--- config.mk ---
export PLATFORM = sky130hd
export DESIGN_NAME = mon_regs
export DESIGN_NICKNAME = d
export VERILOG_FILES = /design/src/core/mon_pkg.sv /design/src/core/mon_math.sv /design/src/core/mon_regs.sv
export SDC_FILE = /design/constraint.sdc
export NUM_CORES = 2
export LEC_CHECK = 0
export BUFFER_PORTS_ARGS = -buffer_cell sky130_fd_sc_hd__buf_2
export CAP_MARGIN = 20
export CORE_MARGIN = 1.5
export CORE_UTILIZATION = 40
export DETAILED_ROUTE_END_ITERATION = 10
export GPL_TIMING_DRIVEN = 0
export PLACE_DENSITY = 0.64
export SYNTH_ARGS = -nofsm -noshare
export SYNTH_HDL_FRONTEND = slang
export SYNTH_SLANG_ARGS = --single-unit
--- constraint.sdc ---
create_clock -name clk_in -period 32 [get_ports clk_in]
set_input_delay 9.6 -clock clk_in [delete_from_list [all_inputs] [get_ports clk_in]]
set_output_delay 9.6 -clock clk_in [all_outputs]
set_load 0.05 [all_outputs]
--- src/core/mon_pkg.sv ---
// Constants and field layouts for the monitor result and alert registers, and the serial slave state encodings.
package mon_pkg;

	localparam logic [7:0]  REG_BUS    = 8'h02;
	localparam logic [7:0]  REG_PWR    = 8'h03;
	localparam logic [7:0]  REG_CUR    = 8'h04;
	localparam logic [7:0]  REG_CAL    = 8'h05;
	localparam logic [7:0]  REG_MASK   = 8'h06;
	localparam logic [7:0]  REG_LIMIT  = 8'h07;

	localparam logic [15:0] RST_WORD   = 16'h0000;
	localparam logic [14:0] RST_BUS    = 15'h0000;
	localparam logic [14:0] RST_CAL    = 15'h0000;
	localparam logic [5:0]  RST_SEL    = 6'h00;
	localparam logic [6:0]  RST_ADDR   = 7'h40;

	// Select-field positions in the limit select register; index 0 is bit 10.
	localparam int MASK_SEL_MSB = 15;
	localparam int MASK_SEL_LSB = 10;
	localparam int MASK_AFF     = 4;
	localparam int MASK_CONVERSION_COMPLETE_FLAG    = 3;
	localparam int MASK_OVF     = 2;
	localparam int MASK_POL     = 1;
	localparam int MASK_LATCH   = 0;
	localparam int SEL_SH_OVER  = 5;
	localparam int SEL_SH_UNDER = 4;
	localparam int SEL_BUS_OVER = 3;
	localparam int SEL_BUS_UNDR = 2;
	localparam int SEL_PWR_OVER = 1;
	localparam int SEL_CONV     = 0;

	// Current scaling: product of shunt and calibration codes, shifted down.
	localparam int CUR_SHIFT        = 11;
	localparam int CUR_MAX          = 32767;
	localparam int CUR_MIN          = -32768;
	// Bus count weight in microvolts and power weight in current counts.
	localparam int BUS_LSB_UV       = 1250;
	localparam int POWER_LSB_FACTOR = 25;
	localparam logic [30:0] POWER_DIV = 31'(POWER_LSB_FACTOR * 1000000 / BUS_LSB_UV);

	typedef enum logic [5:0]
	{
		SL_IDLE   = 6'h01,
		SL_RECV   = 6'h02,
		SL_AKDRV  = 6'h04,
		SL_AKHOLD = 6'h08,
		SL_SEND   = 6'h10,
		SL_MACK   = 6'h20
	} mon_sl_st_t;

endpackage : mon_pkg

--- src/core/mon_math.sv ---
// Two-stage arithmetic unit that derives current and power results.
`timescale 1ns/1ps
module mon_math
	import mon_pkg::*;
(
	// Clock and reset
	input  wire logic        clk_in,
	input  wire logic        rst_in,
	// Operands, taken on start
	input  wire logic        start_in,
	input  wire logic [15:0] shunt_in,
	input  wire logic [14:0] bus_in,
	input  wire logic [14:0] cal_in,
	// Results
	output logic             done_out,
	output logic      [15:0] cur_out,
	output logic      [15:0] pwr_out,
	output logic             ovf_out
);

	generate
		if (POWER_DIV == 31'h00000000)
		begin : g_bad_div
			$error("power divider must be nonzero");
		end
	endgenerate

	function automatic logic [15:0] mag16(input logic [15:0] v);
		return v[15] ? 16'(~v + 16'h0001) : v;
	endfunction : mag16

	logic        v1_r,  v1_nxt;
	logic        done_r, done_nxt;
	logic [15:0] cur_r, cur_nxt;
	logic [15:0] pwr_r, pwr_nxt;
	logic [14:0] bus_r, bus_nxt;
	logic        ovf_r, ovf_nxt;
	logic signed [31:0] prod;
	logic signed [31:0] scaled;
	logic [30:0] pprod;
	logic [30:0] pquot;

	always_comb
	begin
		v1_nxt   = start_in;
		done_nxt = v1_r;
		cur_nxt  = cur_r;
		pwr_nxt  = pwr_r;
		bus_nxt  = bus_r;
		ovf_nxt  = ovf_r;
		prod     = $signed(shunt_in) * $signed({1'b0, cal_in});
		scaled   = prod >>> CUR_SHIFT;
		pprod    = 31'({15'h0000, mag16(cur_r)} * {16'h0000, bus_r});
		pquot    = pprod / POWER_DIV;
		if (start_in)
		begin
			bus_nxt = bus_in;
			ovf_nxt = 1'b0;
			if (scaled > CUR_MAX)
			begin
				cur_nxt = 16'h7FFF;
				ovf_nxt = 1'b1;
			end
			else if (scaled < CUR_MIN)
			begin
				cur_nxt = 16'h8000;
				ovf_nxt = 1'b1;
			end
			else
			begin
				cur_nxt = scaled[15:0];
			end
		end
		if (v1_r)
		begin
			pwr_nxt = pquot[15:0];
		end
	end

	always_ff @(posedge clk_in)
	begin
		if (rst_in)
		begin
			v1_r   <= 1'b0;
			done_r <= 1'b0;
			cur_r  <= RST_WORD;
			pwr_r  <= RST_WORD;
			bus_r  <= RST_BUS;
			ovf_r  <= 1'b0;
		end
		else
		begin
			v1_r   <= v1_nxt;
			done_r <= done_nxt;
			cur_r  <= cur_nxt;
			pwr_r  <= pwr_nxt;
			bus_r  <= bus_nxt;
			ovf_r  <= ovf_nxt;
		end
	end

	assign done_out = done_r;
	assign cur_out  = cur_r;
	assign pwr_out  = pwr_r;
	assign ovf_out  = ovf_r;

endmodule : mon_math

--- src/core/mon_regs.sv ---
// Two-wire register slave with result, calibration, limit and alert logic.
`timescale 1ns/1ps
module mon_regs
	import mon_pkg::*;
#(
	parameter logic [6:0] DEV_ADDR = RST_ADDR
)
(
	// Clock and reset
	input  wire logic        clk_in,
	input  wire logic        rst_in,
	// Two-wire serial bus pins
	input  wire logic        scl_in,
	input  wire logic        sda_in,
	output logic             sda_out,
	output logic             sda_oe_out,
	// Completed measurement from the converter
	input  wire logic        conv_valid_in,
	input  wire logic [15:0] shunt_code_in,
	input  wire logic [15:0] bus_code_in,
	// Open-drain alert pin
	output logic             alert_out,
	output logic             alert_oe_out
);

	generate
		if (DEV_ADDR == 7'h00)
		begin : g_bad_addr
			$error("device address must not be the general call address");
		end
	endgenerate

	// Highest set select bit decides which comparison counts.
	function automatic logic fault_eval(
		input logic [5:0]  sel,
		input logic [15:0] shunt,
		input logic [14:0] bus,
		input logic [15:0] pwr,
		input logic [15:0] lim
	);
		logic r;
		r = 1'b0;
		if (sel[SEL_SH_OVER])
			r = $signed(shunt) > $signed(lim);
		else if (sel[SEL_SH_UNDER])
			r = $signed(shunt) < $signed(lim);
		else if (sel[SEL_BUS_OVER])
			r = {1'b0, bus} > lim;
		else if (sel[SEL_BUS_UNDR])
			r = {1'b0, bus} < lim;
		else if (sel[SEL_PWR_OVER])
			r = pwr > lim;
		return r;
	endfunction : fault_eval

	// Pin synchronisers; only the second stage and its delayed copy feed logic.
	logic scl_s1_r, scl_s2_r, scl_d_r;
	logic sda_s1_r, sda_s2_r, sda_d_r;

	always_ff @(posedge clk_in)
	begin
		if (rst_in)
		begin
			scl_s1_r <= 1'b1;
			scl_s2_r <= 1'b1;
			scl_d_r  <= 1'b1;
			sda_s1_r <= 1'b1;
			sda_s2_r <= 1'b1;
			sda_d_r  <= 1'b1;
		end
		else
		begin
			scl_s1_r <= scl_in;
			scl_s2_r <= scl_s1_r;
			scl_d_r  <= scl_s2_r;
			sda_s1_r <= sda_in;
			sda_s2_r <= sda_s1_r;
			sda_d_r  <= sda_s2_r;
		end
	end

	logic scl_rise, scl_fall, bus_start, bus_stop;
	assign scl_rise  = scl_s2_r & ~scl_d_r;
	assign scl_fall  = ~scl_s2_r & scl_d_r;
	assign bus_start = scl_s2_r & scl_d_r & sda_d_r & ~sda_s2_r;
	assign bus_stop  = scl_s2_r & scl_d_r & ~sda_d_r & sda_s2_r;

	// Serial slave state.
	mon_sl_st_t  sl_r, sl_nxt;
	logic [2:0]  cnt_r, cnt_nxt;
	logic [7:0]  sh_r, sh_nxt;
	logic [1:0]  idx_r, idx_nxt;
	logic        rw_r, rw_nxt;
	logic        oe_r, oe_nxt;
	logic [7:0]  ptr_r, ptr_nxt;
	logic [7:0]  msb_r, msb_nxt;
	logic [15:0] word_r, word_nxt;
	logic        mack_r, mack_nxt;
	logic        wr_pulse_r, wr_pulse_nxt;
	logic [15:0] wdata_r, wdata_nxt;
	logic        rd_pulse_r, rd_pulse_nxt;
	logic        sda_lo_r;
	logic [15:0] rd_word;
	logic [7:0]  next_byte;

	always_comb
	begin
		sl_nxt       = sl_r;
		cnt_nxt      = cnt_r;
		sh_nxt       = sh_r;
		idx_nxt      = idx_r;
		rw_nxt       = rw_r;
		oe_nxt       = oe_r;
		ptr_nxt      = ptr_r;
		msb_nxt      = msb_r;
		word_nxt     = word_r;
		mack_nxt     = mack_r;
		wdata_nxt    = wdata_r;
		wr_pulse_nxt = 1'b0;
		rd_pulse_nxt = 1'b0;
		next_byte    = (idx_r == 2'd0) ? word_r[7:0] : word_r[15:8];
		if (bus_stop)
		begin
			sl_nxt = SL_IDLE;
			oe_nxt = 1'b0;
		end
		else if (bus_start)
		begin
			sl_nxt  = SL_RECV;
			cnt_nxt = 3'd0;
			idx_nxt = 2'd0;
			oe_nxt  = 1'b0;
		end
		else
		begin
			unique case (sl_r)
				SL_IDLE:
				begin
				end
				SL_RECV:
				begin
					if (scl_rise)
					begin
						sh_nxt  = {sh_r[6:0], sda_s2_r};
						cnt_nxt = cnt_r + 3'd1;
						if (cnt_r == 3'd7)
							sl_nxt = SL_AKDRV;
					end
				end
				SL_AKDRV:
				begin
					if (scl_fall)
					begin
						if (idx_r == 2'd0 && sh_r[7:1] != DEV_ADDR)
						begin
							sl_nxt = SL_IDLE;
						end
						else
						begin
							oe_nxt  = 1'b1;
							sl_nxt  = SL_AKHOLD;
							idx_nxt = (idx_r == 2'd3) ? 2'd3 : idx_r + 2'd1;
							if (idx_r == 2'd0)
								rw_nxt = sh_r[0];
							if (idx_r == 2'd1)
								ptr_nxt = sh_r;
							if (idx_r == 2'd2)
								msb_nxt = sh_r;
							if (idx_r == 2'd3)
							begin
								wr_pulse_nxt = 1'b1;
								wdata_nxt    = {msb_r, sh_r};
							end
						end
					end
				end
				SL_AKHOLD:
				begin
					if (scl_fall)
					begin
						cnt_nxt = 3'd0;
						if (rw_r)
						begin
							sl_nxt       = SL_SEND;
							word_nxt     = rd_word;
							rd_pulse_nxt = 1'b1;
							sh_nxt       = rd_word[15:8];
							oe_nxt       = ~rd_word[15];
							idx_nxt      = 2'd0;
						end
						else
						begin
							sl_nxt = SL_RECV;
							oe_nxt = 1'b0;
						end
					end
				end
				SL_SEND:
				begin
					if (scl_fall)
					begin
						cnt_nxt = cnt_r + 3'd1;
						if (cnt_r == 3'd7)
						begin
							oe_nxt = 1'b0;
							sl_nxt = SL_MACK;
						end
						else
						begin
							oe_nxt = ~sh_r[6];
							sh_nxt = {sh_r[6:0], 1'b0};
						end
					end
				end
				SL_MACK:
				begin
					if (scl_rise)
						mack_nxt = ~sda_s2_r;
					if (scl_fall)
					begin
						if (mack_r)
						begin
							sl_nxt  = SL_SEND;
							cnt_nxt = 3'd0;
							sh_nxt  = next_byte;
							oe_nxt  = ~next_byte[7];
							idx_nxt = ~idx_r;
						end
						else
						begin
							sl_nxt = SL_IDLE;
						end
					end
				end
				default:
				begin
					sl_nxt = SL_IDLE;
					oe_nxt = 1'b0;
				end
			endcase
		end
	end

	always_ff @(posedge clk_in)
	begin
		if (rst_in)
		begin
			sl_r       <= SL_IDLE;
			cnt_r      <= 3'd0;
			sh_r       <= 8'h00;
			idx_r      <= 2'd0;
			rw_r       <= 1'b0;
			oe_r       <= 1'b0;
			ptr_r      <= 8'h00;
			msb_r      <= 8'h00;
			word_r     <= RST_WORD;
			mack_r     <= 1'b0;
			wr_pulse_r <= 1'b0;
			wdata_r    <= RST_WORD;
			rd_pulse_r <= 1'b0;
			sda_lo_r   <= 1'b0;
		end
		else
		begin
			sl_r       <= sl_nxt;
			cnt_r      <= cnt_nxt;
			sh_r       <= sh_nxt;
			idx_r      <= idx_nxt;
			rw_r       <= rw_nxt;
			oe_r       <= oe_nxt;
			ptr_r      <= ptr_nxt;
			msb_r      <= msb_nxt;
			word_r     <= word_nxt;
			mack_r     <= mack_nxt;
			wr_pulse_r <= wr_pulse_nxt;
			wdata_r    <= wdata_nxt;
			rd_pulse_r <= rd_pulse_nxt;
			sda_lo_r   <= 1'b0;
		end
	end

	assign sda_out    = sda_lo_r;
	assign sda_oe_out = oe_r;

	// Register, result and alert state.
	logic        busy_r, busy_nxt;
	logic        start_r, start_nxt;
	logic [15:0] pend_sh_r, pend_sh_nxt;
	logic [14:0] pend_bus_r, pend_bus_nxt;
	logic [14:0] bus_r, bus_nxt;
	logic [15:0] cur_r, cur_nxt;
	logic [15:0] pwr_r, pwr_nxt;
	logic [14:0] cal_r, cal_nxt;
	logic [5:0]  sel_r, sel_nxt;
	logic        pol_r, pol_nxt;
	logic        latch_r, latch_nxt;
	logic [15:0] lim_r, lim_nxt;
	logic        aff_r, aff_nxt;
	logic        conversion_complete_flag_r, conversion_complete_flag_nxt;
	logic        ovf_r, ovf_nxt;
	logic        alert_oe_r, alert_oe_nxt;
	logic        alert_lo_r;
	logic        m_done, m_ovf;
	logic [15:0] m_cur, m_pwr;

	mon_math u_math
	(
		.clk_in   (clk_in),
		.rst_in   (rst_in),
		.start_in (start_r),
		.shunt_in (pend_sh_r),
		.bus_in   (pend_bus_r),
		.cal_in   (cal_r),
		.done_out (m_done),
		.cur_out  (m_cur),
		.pwr_out  (m_pwr),
		.ovf_out  (m_ovf)
	);

	always_comb
	begin
		unique case (ptr_r)
			REG_BUS:   rd_word = {1'b0, bus_r};
			REG_PWR:   rd_word = pwr_r;
			REG_CUR:   rd_word = cur_r;
			REG_CAL:   rd_word = {1'b0, cal_r};
			REG_MASK:  rd_word = {sel_r, 5'h00, aff_r, conversion_complete_flag_r, ovf_r, pol_r, latch_r};
			REG_LIMIT: rd_word = lim_r;
			default:   rd_word = RST_WORD;
		endcase
	end

	always_comb
	begin
		busy_nxt     = busy_r;
		start_nxt    = 1'b0;
		pend_sh_nxt  = pend_sh_r;
		pend_bus_nxt = pend_bus_r;
		bus_nxt      = bus_r;
		cur_nxt      = cur_r;
		pwr_nxt      = pwr_r;
		cal_nxt      = cal_r;
		sel_nxt      = sel_r;
		pol_nxt      = pol_r;
		latch_nxt    = latch_r;
		lim_nxt      = lim_r;
		aff_nxt      = aff_r;
		conversion_complete_flag_nxt     = conversion_complete_flag_r;
		ovf_nxt      = ovf_r;
		// Upstream averages before presenting; a sample that lands while busy is dropped.
		if (conv_valid_in && !busy_r)
		begin
			pend_sh_nxt  = shunt_code_in;
			pend_bus_nxt = bus_code_in[14:0];
			busy_nxt     = 1'b1;
			start_nxt    = 1'b1;
		end
		if (rd_pulse_r && ptr_r == REG_MASK)
		begin
			conversion_complete_flag_nxt = 1'b0;
			ovf_nxt  = 1'b0;
			if (latch_r)
				aff_nxt = 1'b0;
		end
		if (wr_pulse_r)
		begin
			unique case (ptr_r)
				REG_CAL:   cal_nxt = wdata_r[14:0];
				REG_MASK:
				begin
					sel_nxt   = wdata_r[MASK_SEL_MSB:MASK_SEL_LSB];
					pol_nxt   = wdata_r[MASK_POL];
					latch_nxt = wdata_r[MASK_LATCH];
				end
				REG_LIMIT: lim_nxt = wdata_r;
				default:;
			endcase
		end
		// Completion sets flags after any clear above, so an event in the clearing cycle is never lost.
		if (m_done)
		begin
			busy_nxt  = 1'b0;
			bus_nxt   = pend_bus_r;
			cur_nxt   = m_cur;
			pwr_nxt   = m_pwr;
			conversion_complete_flag_nxt  = 1'b1;
			if (m_ovf)
				ovf_nxt = 1'b1;
			if (fault_eval(sel_r, pend_sh_r, pend_bus_r, m_pwr, lim_r))
				aff_nxt = 1'b1;
			else if (!latch_r)
				aff_nxt = 1'b0;
		end
		// Open drain: pulled low when active in normal polarity, when idle if inverted.
		alert_oe_nxt = (aff_nxt | (sel_nxt[SEL_CONV] & conversion_complete_flag_nxt)) ^ pol_nxt;
	end

	always_ff @(posedge clk_in)
	begin
		if (rst_in)
		begin
			busy_r     <= 1'b0;
			start_r    <= 1'b0;
			pend_sh_r  <= RST_WORD;
			pend_bus_r <= RST_BUS;
			bus_r      <= RST_BUS;
			cur_r      <= RST_WORD;
			pwr_r      <= RST_WORD;
			cal_r      <= RST_CAL;
			sel_r      <= RST_SEL;
			pol_r      <= 1'b0;
			latch_r    <= 1'b0;
			lim_r      <= RST_WORD;
			aff_r      <= 1'b0;
			conversion_complete_flag_r     <= 1'b0;
			ovf_r      <= 1'b0;
			alert_oe_r <= 1'b0;
			alert_lo_r <= 1'b0;
		end
		else
		begin
			busy_r     <= busy_nxt;
			start_r    <= start_nxt;
			pend_sh_r  <= pend_sh_nxt;
			pend_bus_r <= pend_bus_nxt;
			bus_r      <= bus_nxt;
			cur_r      <= cur_nxt;
			pwr_r      <= pwr_nxt;
			cal_r      <= cal_nxt;
			sel_r      <= sel_nxt;
			pol_r      <= pol_nxt;
			latch_r    <= latch_nxt;
			lim_r      <= lim_nxt;
			aff_r      <= aff_nxt;
			conversion_complete_flag_r     <= conversion_complete_flag_nxt;
			ovf_r      <= ovf_nxt;
			alert_oe_r <= alert_oe_nxt;
			alert_lo_r <= 1'b0;
		end
	end

	assign alert_out    = alert_lo_r;
	assign alert_oe_out = alert_oe_r;

endmodule : mon_regs

==> impl_metrics.json <==
{
  "nFillCells": 8681,
  "cp_slowest_cell": "xnor2_1",
  "antenna_found_initial": 0,
  "nNetsFinal": 4933,
  "overflow": 0,
  "vdd_drop_max_uv": 39.2,
  "synth-edff-count": 0,
  "avgSynthCellArea_um2": 8.41,
  "gp_congestion": 0.926,
  "drive_above_1_share_pct": 5.48,
  "final_hold_viol_count": 0,
  "cts.clk_slew.worst_paths_ns": 0.06,
  "crit_type": "reg2reg",
  "drt_wl_total_um": 101000,
  "synth_cells": 4178,
  "crit_fanout": 10,
  "total_power_uw": 918,
  "firstDrtPassIters": 6,
  "critical_path_arrival_ns": 25.80,
  "cts_setup_buffers": 0,
  "syn_area_um2": 35200,
  "synth_top_area_cell": "fa_1",
  "outcome": "completed",
  "ys_seq_area_share_pct": 14.3,
  "io-pin-count": 41,
  "clock-sinks": 251,
  "numCtsBuffers": 27,
  "min_path_type": "reg2reg",
  "cp.required_ns": 32.40,
  "grt_pass1_wl_um": 164000,
  "clockBufferDepth": 3,
  "synthTopCellsByArea": "fa_1 24%, dfxtp_1 14%, ha_1 8.0%",
  "grt_max_degree": 14,
  "root_buffer": "clkbuf_16",
  "rsz0062_at_grt": "no",
  "slew_viol_final": 0,
  "highest_layer": "met4",
  "viasPerCell": 5.49,
  "synth_most_common_cell": "nand2_1",
  "fin_tns_setup_ns": 0,
  "area_growth_syn_to_layout_pct": 7.24,
  "worstMarginPinSlew_ns": 1.15,
  "ys_warn_count": 0,
  "grtUsageTotal_pct": 22.6,
  "vias": 29758,
  "drt.antenna.violating_nets": 0,
  "async_flop_share_pct": 0,
  "rows": 108,
  "leakagePower_uw": 0.0164,
  "numPortBuffers": 36,
  "start_util_pct": 40.5,
  "clock_skew_ns": 0.0210,
  "wl_per_cell_um": 18.6,
  "synth_top_area_share_pct": 24.2,
  "die_y_um": 299,
  "wl_met3_um": 6590,
  "drc": 0,
  "setup_violations": 0,
  "cts_tree": "done",
  "multiInputGateArea_um2": 27400,
  "die_x_um": 299,
  "place_hpwl_um": 81500,
  "worstSkewPairLatency_ns": 0.56,
  "maxCapViolations": 0,
  "wl_met2_um": 44300,
  "die_area_um2": 89700,
  "wl_met1_um": 47000,
  "synth_ff_type": "dfxtp_1",
  "grt_pass1_vias": 29407,
  "cp-end-kind": "flip-flop",
  "synth_seq_cells": 251,
  "synth.top_cells.by_count": "524 x nand2_1, 503 x inv_1, 425 x fa_1",
  "fmax_ghz": 0.0394,
  "ff_latch_area_um2": 5020,
  "cpMostUsedCell": "fa_1",
  "fin_crit_ns": 25.40,
  "power_density_nw_per_um2": 24.4,
  "coreArea_um2": 86900,
  "slowest_delay_ns": 0.77,
  "postCtsHoldBufs": 0,
  "cts_max_level": 1,
  "start_kind": "flip-flop",
  "slew-limit-headroom_pct": 22.5,
  "ys_types": 131,
  "drtIter0Drc": 2584,
  "min_period_over_period_pct": 79.4,
  "diodes": 0,
  "cts_resized": 0
}
worst paths after layout:
path	slack, ns	endpoint	depth (start not counted)	start
worst max register to register	6.60	u_math.pwr_out[0]	81	u_math.cur_out[0]
worst min-delay path	0.41	scl_s2_r	1	scl_s1_r
worst max-delay path	6.60	u_math.pwr_out[0]	81	u_math.cur_out[0]
worst min register to register	0.41	scl_s2_r	1	scl_s1_r
report_power, final:
group	switching (µW)	total, µW	internal [µW]	leakage, µW
Clock	139	324	185	0.000434
Combinational	161	259	97.5	0.0139
Sequential	14.6	336	321	0.00203
area by class of cell:
class | count | share of cell area (%)
buffer | 199 | 2.19
inverter | 503 | 5.01
sequential | 251 | 13.3
timing repair buffer | 39 | 0.524
clock inverter | 10 | 0.315
multi-input combinational | 3226 | 72.7
tap | 1155 | 3.83
clock buffer | 40 | 2.05
worst max-delay path: cells and delay by family, from the launching register on:
| kind | cells | cell delay (ns) |
|---|---|---|
| AND/OR/NAND/NOR | 15 | 3.30 |
| XOR/XNOR | 5 | 2.18 |
| buffers and inverters | 16 | 3.75 |
| adder cells (fa/ha/maj) | 8 | 3.78 |
| flip-flops | 1 | 0.40 |
| AO/OA/AOI/OAI | 34 | 10.58 |
| multiplexers | 3 | 1.20 |
through the flow:
step	utilization (%)	cells	worst slack (ns)	instance area, µm²	hold slack [ns]
2_1_floorplan	-	4179	11.49	35200	0.389
3_3_place_gp	42.3	5370	7.02	36800	0.392
3_5_place_dp	42.4	5372	6.82	36800	0.393
4_1_cts	43.4	5422	6.72	37700	0.408
5_1_grt	43.4	5423	5.06	37700	0.417
6_report	43.4	5423	6.60	37700	0.407
sequential cells by signal (all words and copies together) (netlist names), 6 cells and up:
register,cells
bus_r,15
cal_r,15
cur_r,16
lim_r,16
msb_r,8
pend_bus_r,15
pend_sh_r,16
ptr_r,8
pwr_r,16
sel_r,6
sh_r,8
sl_r,6
u_math.bus_r,15
u_math.cur_out,16
u_math.pwr_out,16
wdata_r,16
word_r,16
logic make-up (layout without fill, tap and decap cells):
group / count (synthesis) / in the layout / share of synthesized area (%)
DFF: 251 / 251 / 14.3
and+or+nand+nor: 1489 / 1489 / 20.8
AOI/OAI and AO/OA: 754 / 754 / 15.5
muxes: 171 / 171 / 5.33
buffers and inverters: 702 / 791 / 7.72
other: 1 / 2 / 0.0107
adders and majority gates: 653 / 653 / 32.3
xor gates and xnor gates: 157 / 157 / 4.03
cells in the final DEF, fill, tap and decap left out, types with 12 or more instances in the layout:
| cell | synthesis | layout |
|---|---|---|
| ha_1 | 224 | 224 |
| mux2i_1 | 135 | 135 |
| nor3_1 | 59 | 59 |
| mux2_2 | 21 | 21 |
| o21ai_0 | 92 | 92 |
| nor4_1 | 28 | 28 |
| fa_1 | 425 | 425 |
| nor3b_1 | 12 | 12 |
| buf_1 | 16 | 16 |
| and2_1 | 276 | 276 |
| o21a_1 | 22 | 22 |
| a21o_1 | 31 | 31 |
| nand3_1 | 67 | 67 |
| clkbuf_1 | 158 | 166 |
| nor2b_1 | 41 | 41 |
| o211ai_1 | 40 | 40 |
| dfxtp_1 | 251 | 251 |
| nand4_1 | 26 | 26 |
| xnor2_1 | 117 | 117 |
| o22ai_1 | 16 | 16 |
| clkbuf_16 | 0 | 27 |
| a22oi_1 | 26 | 26 |
| o21ai_1 | 25 | 25 |
| a211oi_1 | 53 | 53 |
| nor2_1 | 296 | 296 |
| xor2_1 | 36 | 36 |
| nand2_1 | 524 | 524 |
| a21oi_1 | 190 | 190 |
| inv_1 | 503 | 503 |
| o31ai_1 | 21 | 20 |
| nand2b_1 | 33 | 33 |
| and3_1 | 24 | 24 |
| a31oi_1 | 18 | 18 |
| or3_1 | 24 | 24 |
| or2_2 | 18 | 18 |
| buf_2 | 12 | 50 |
routing by layer:
metal  GRT usage, %  up-vias
met5              0        -
met4           6.01        0
met3           2.79      162
met2           35.3      897
met1           32.9    14540
li1               -    14159
(Power assumes the default switching activity.)
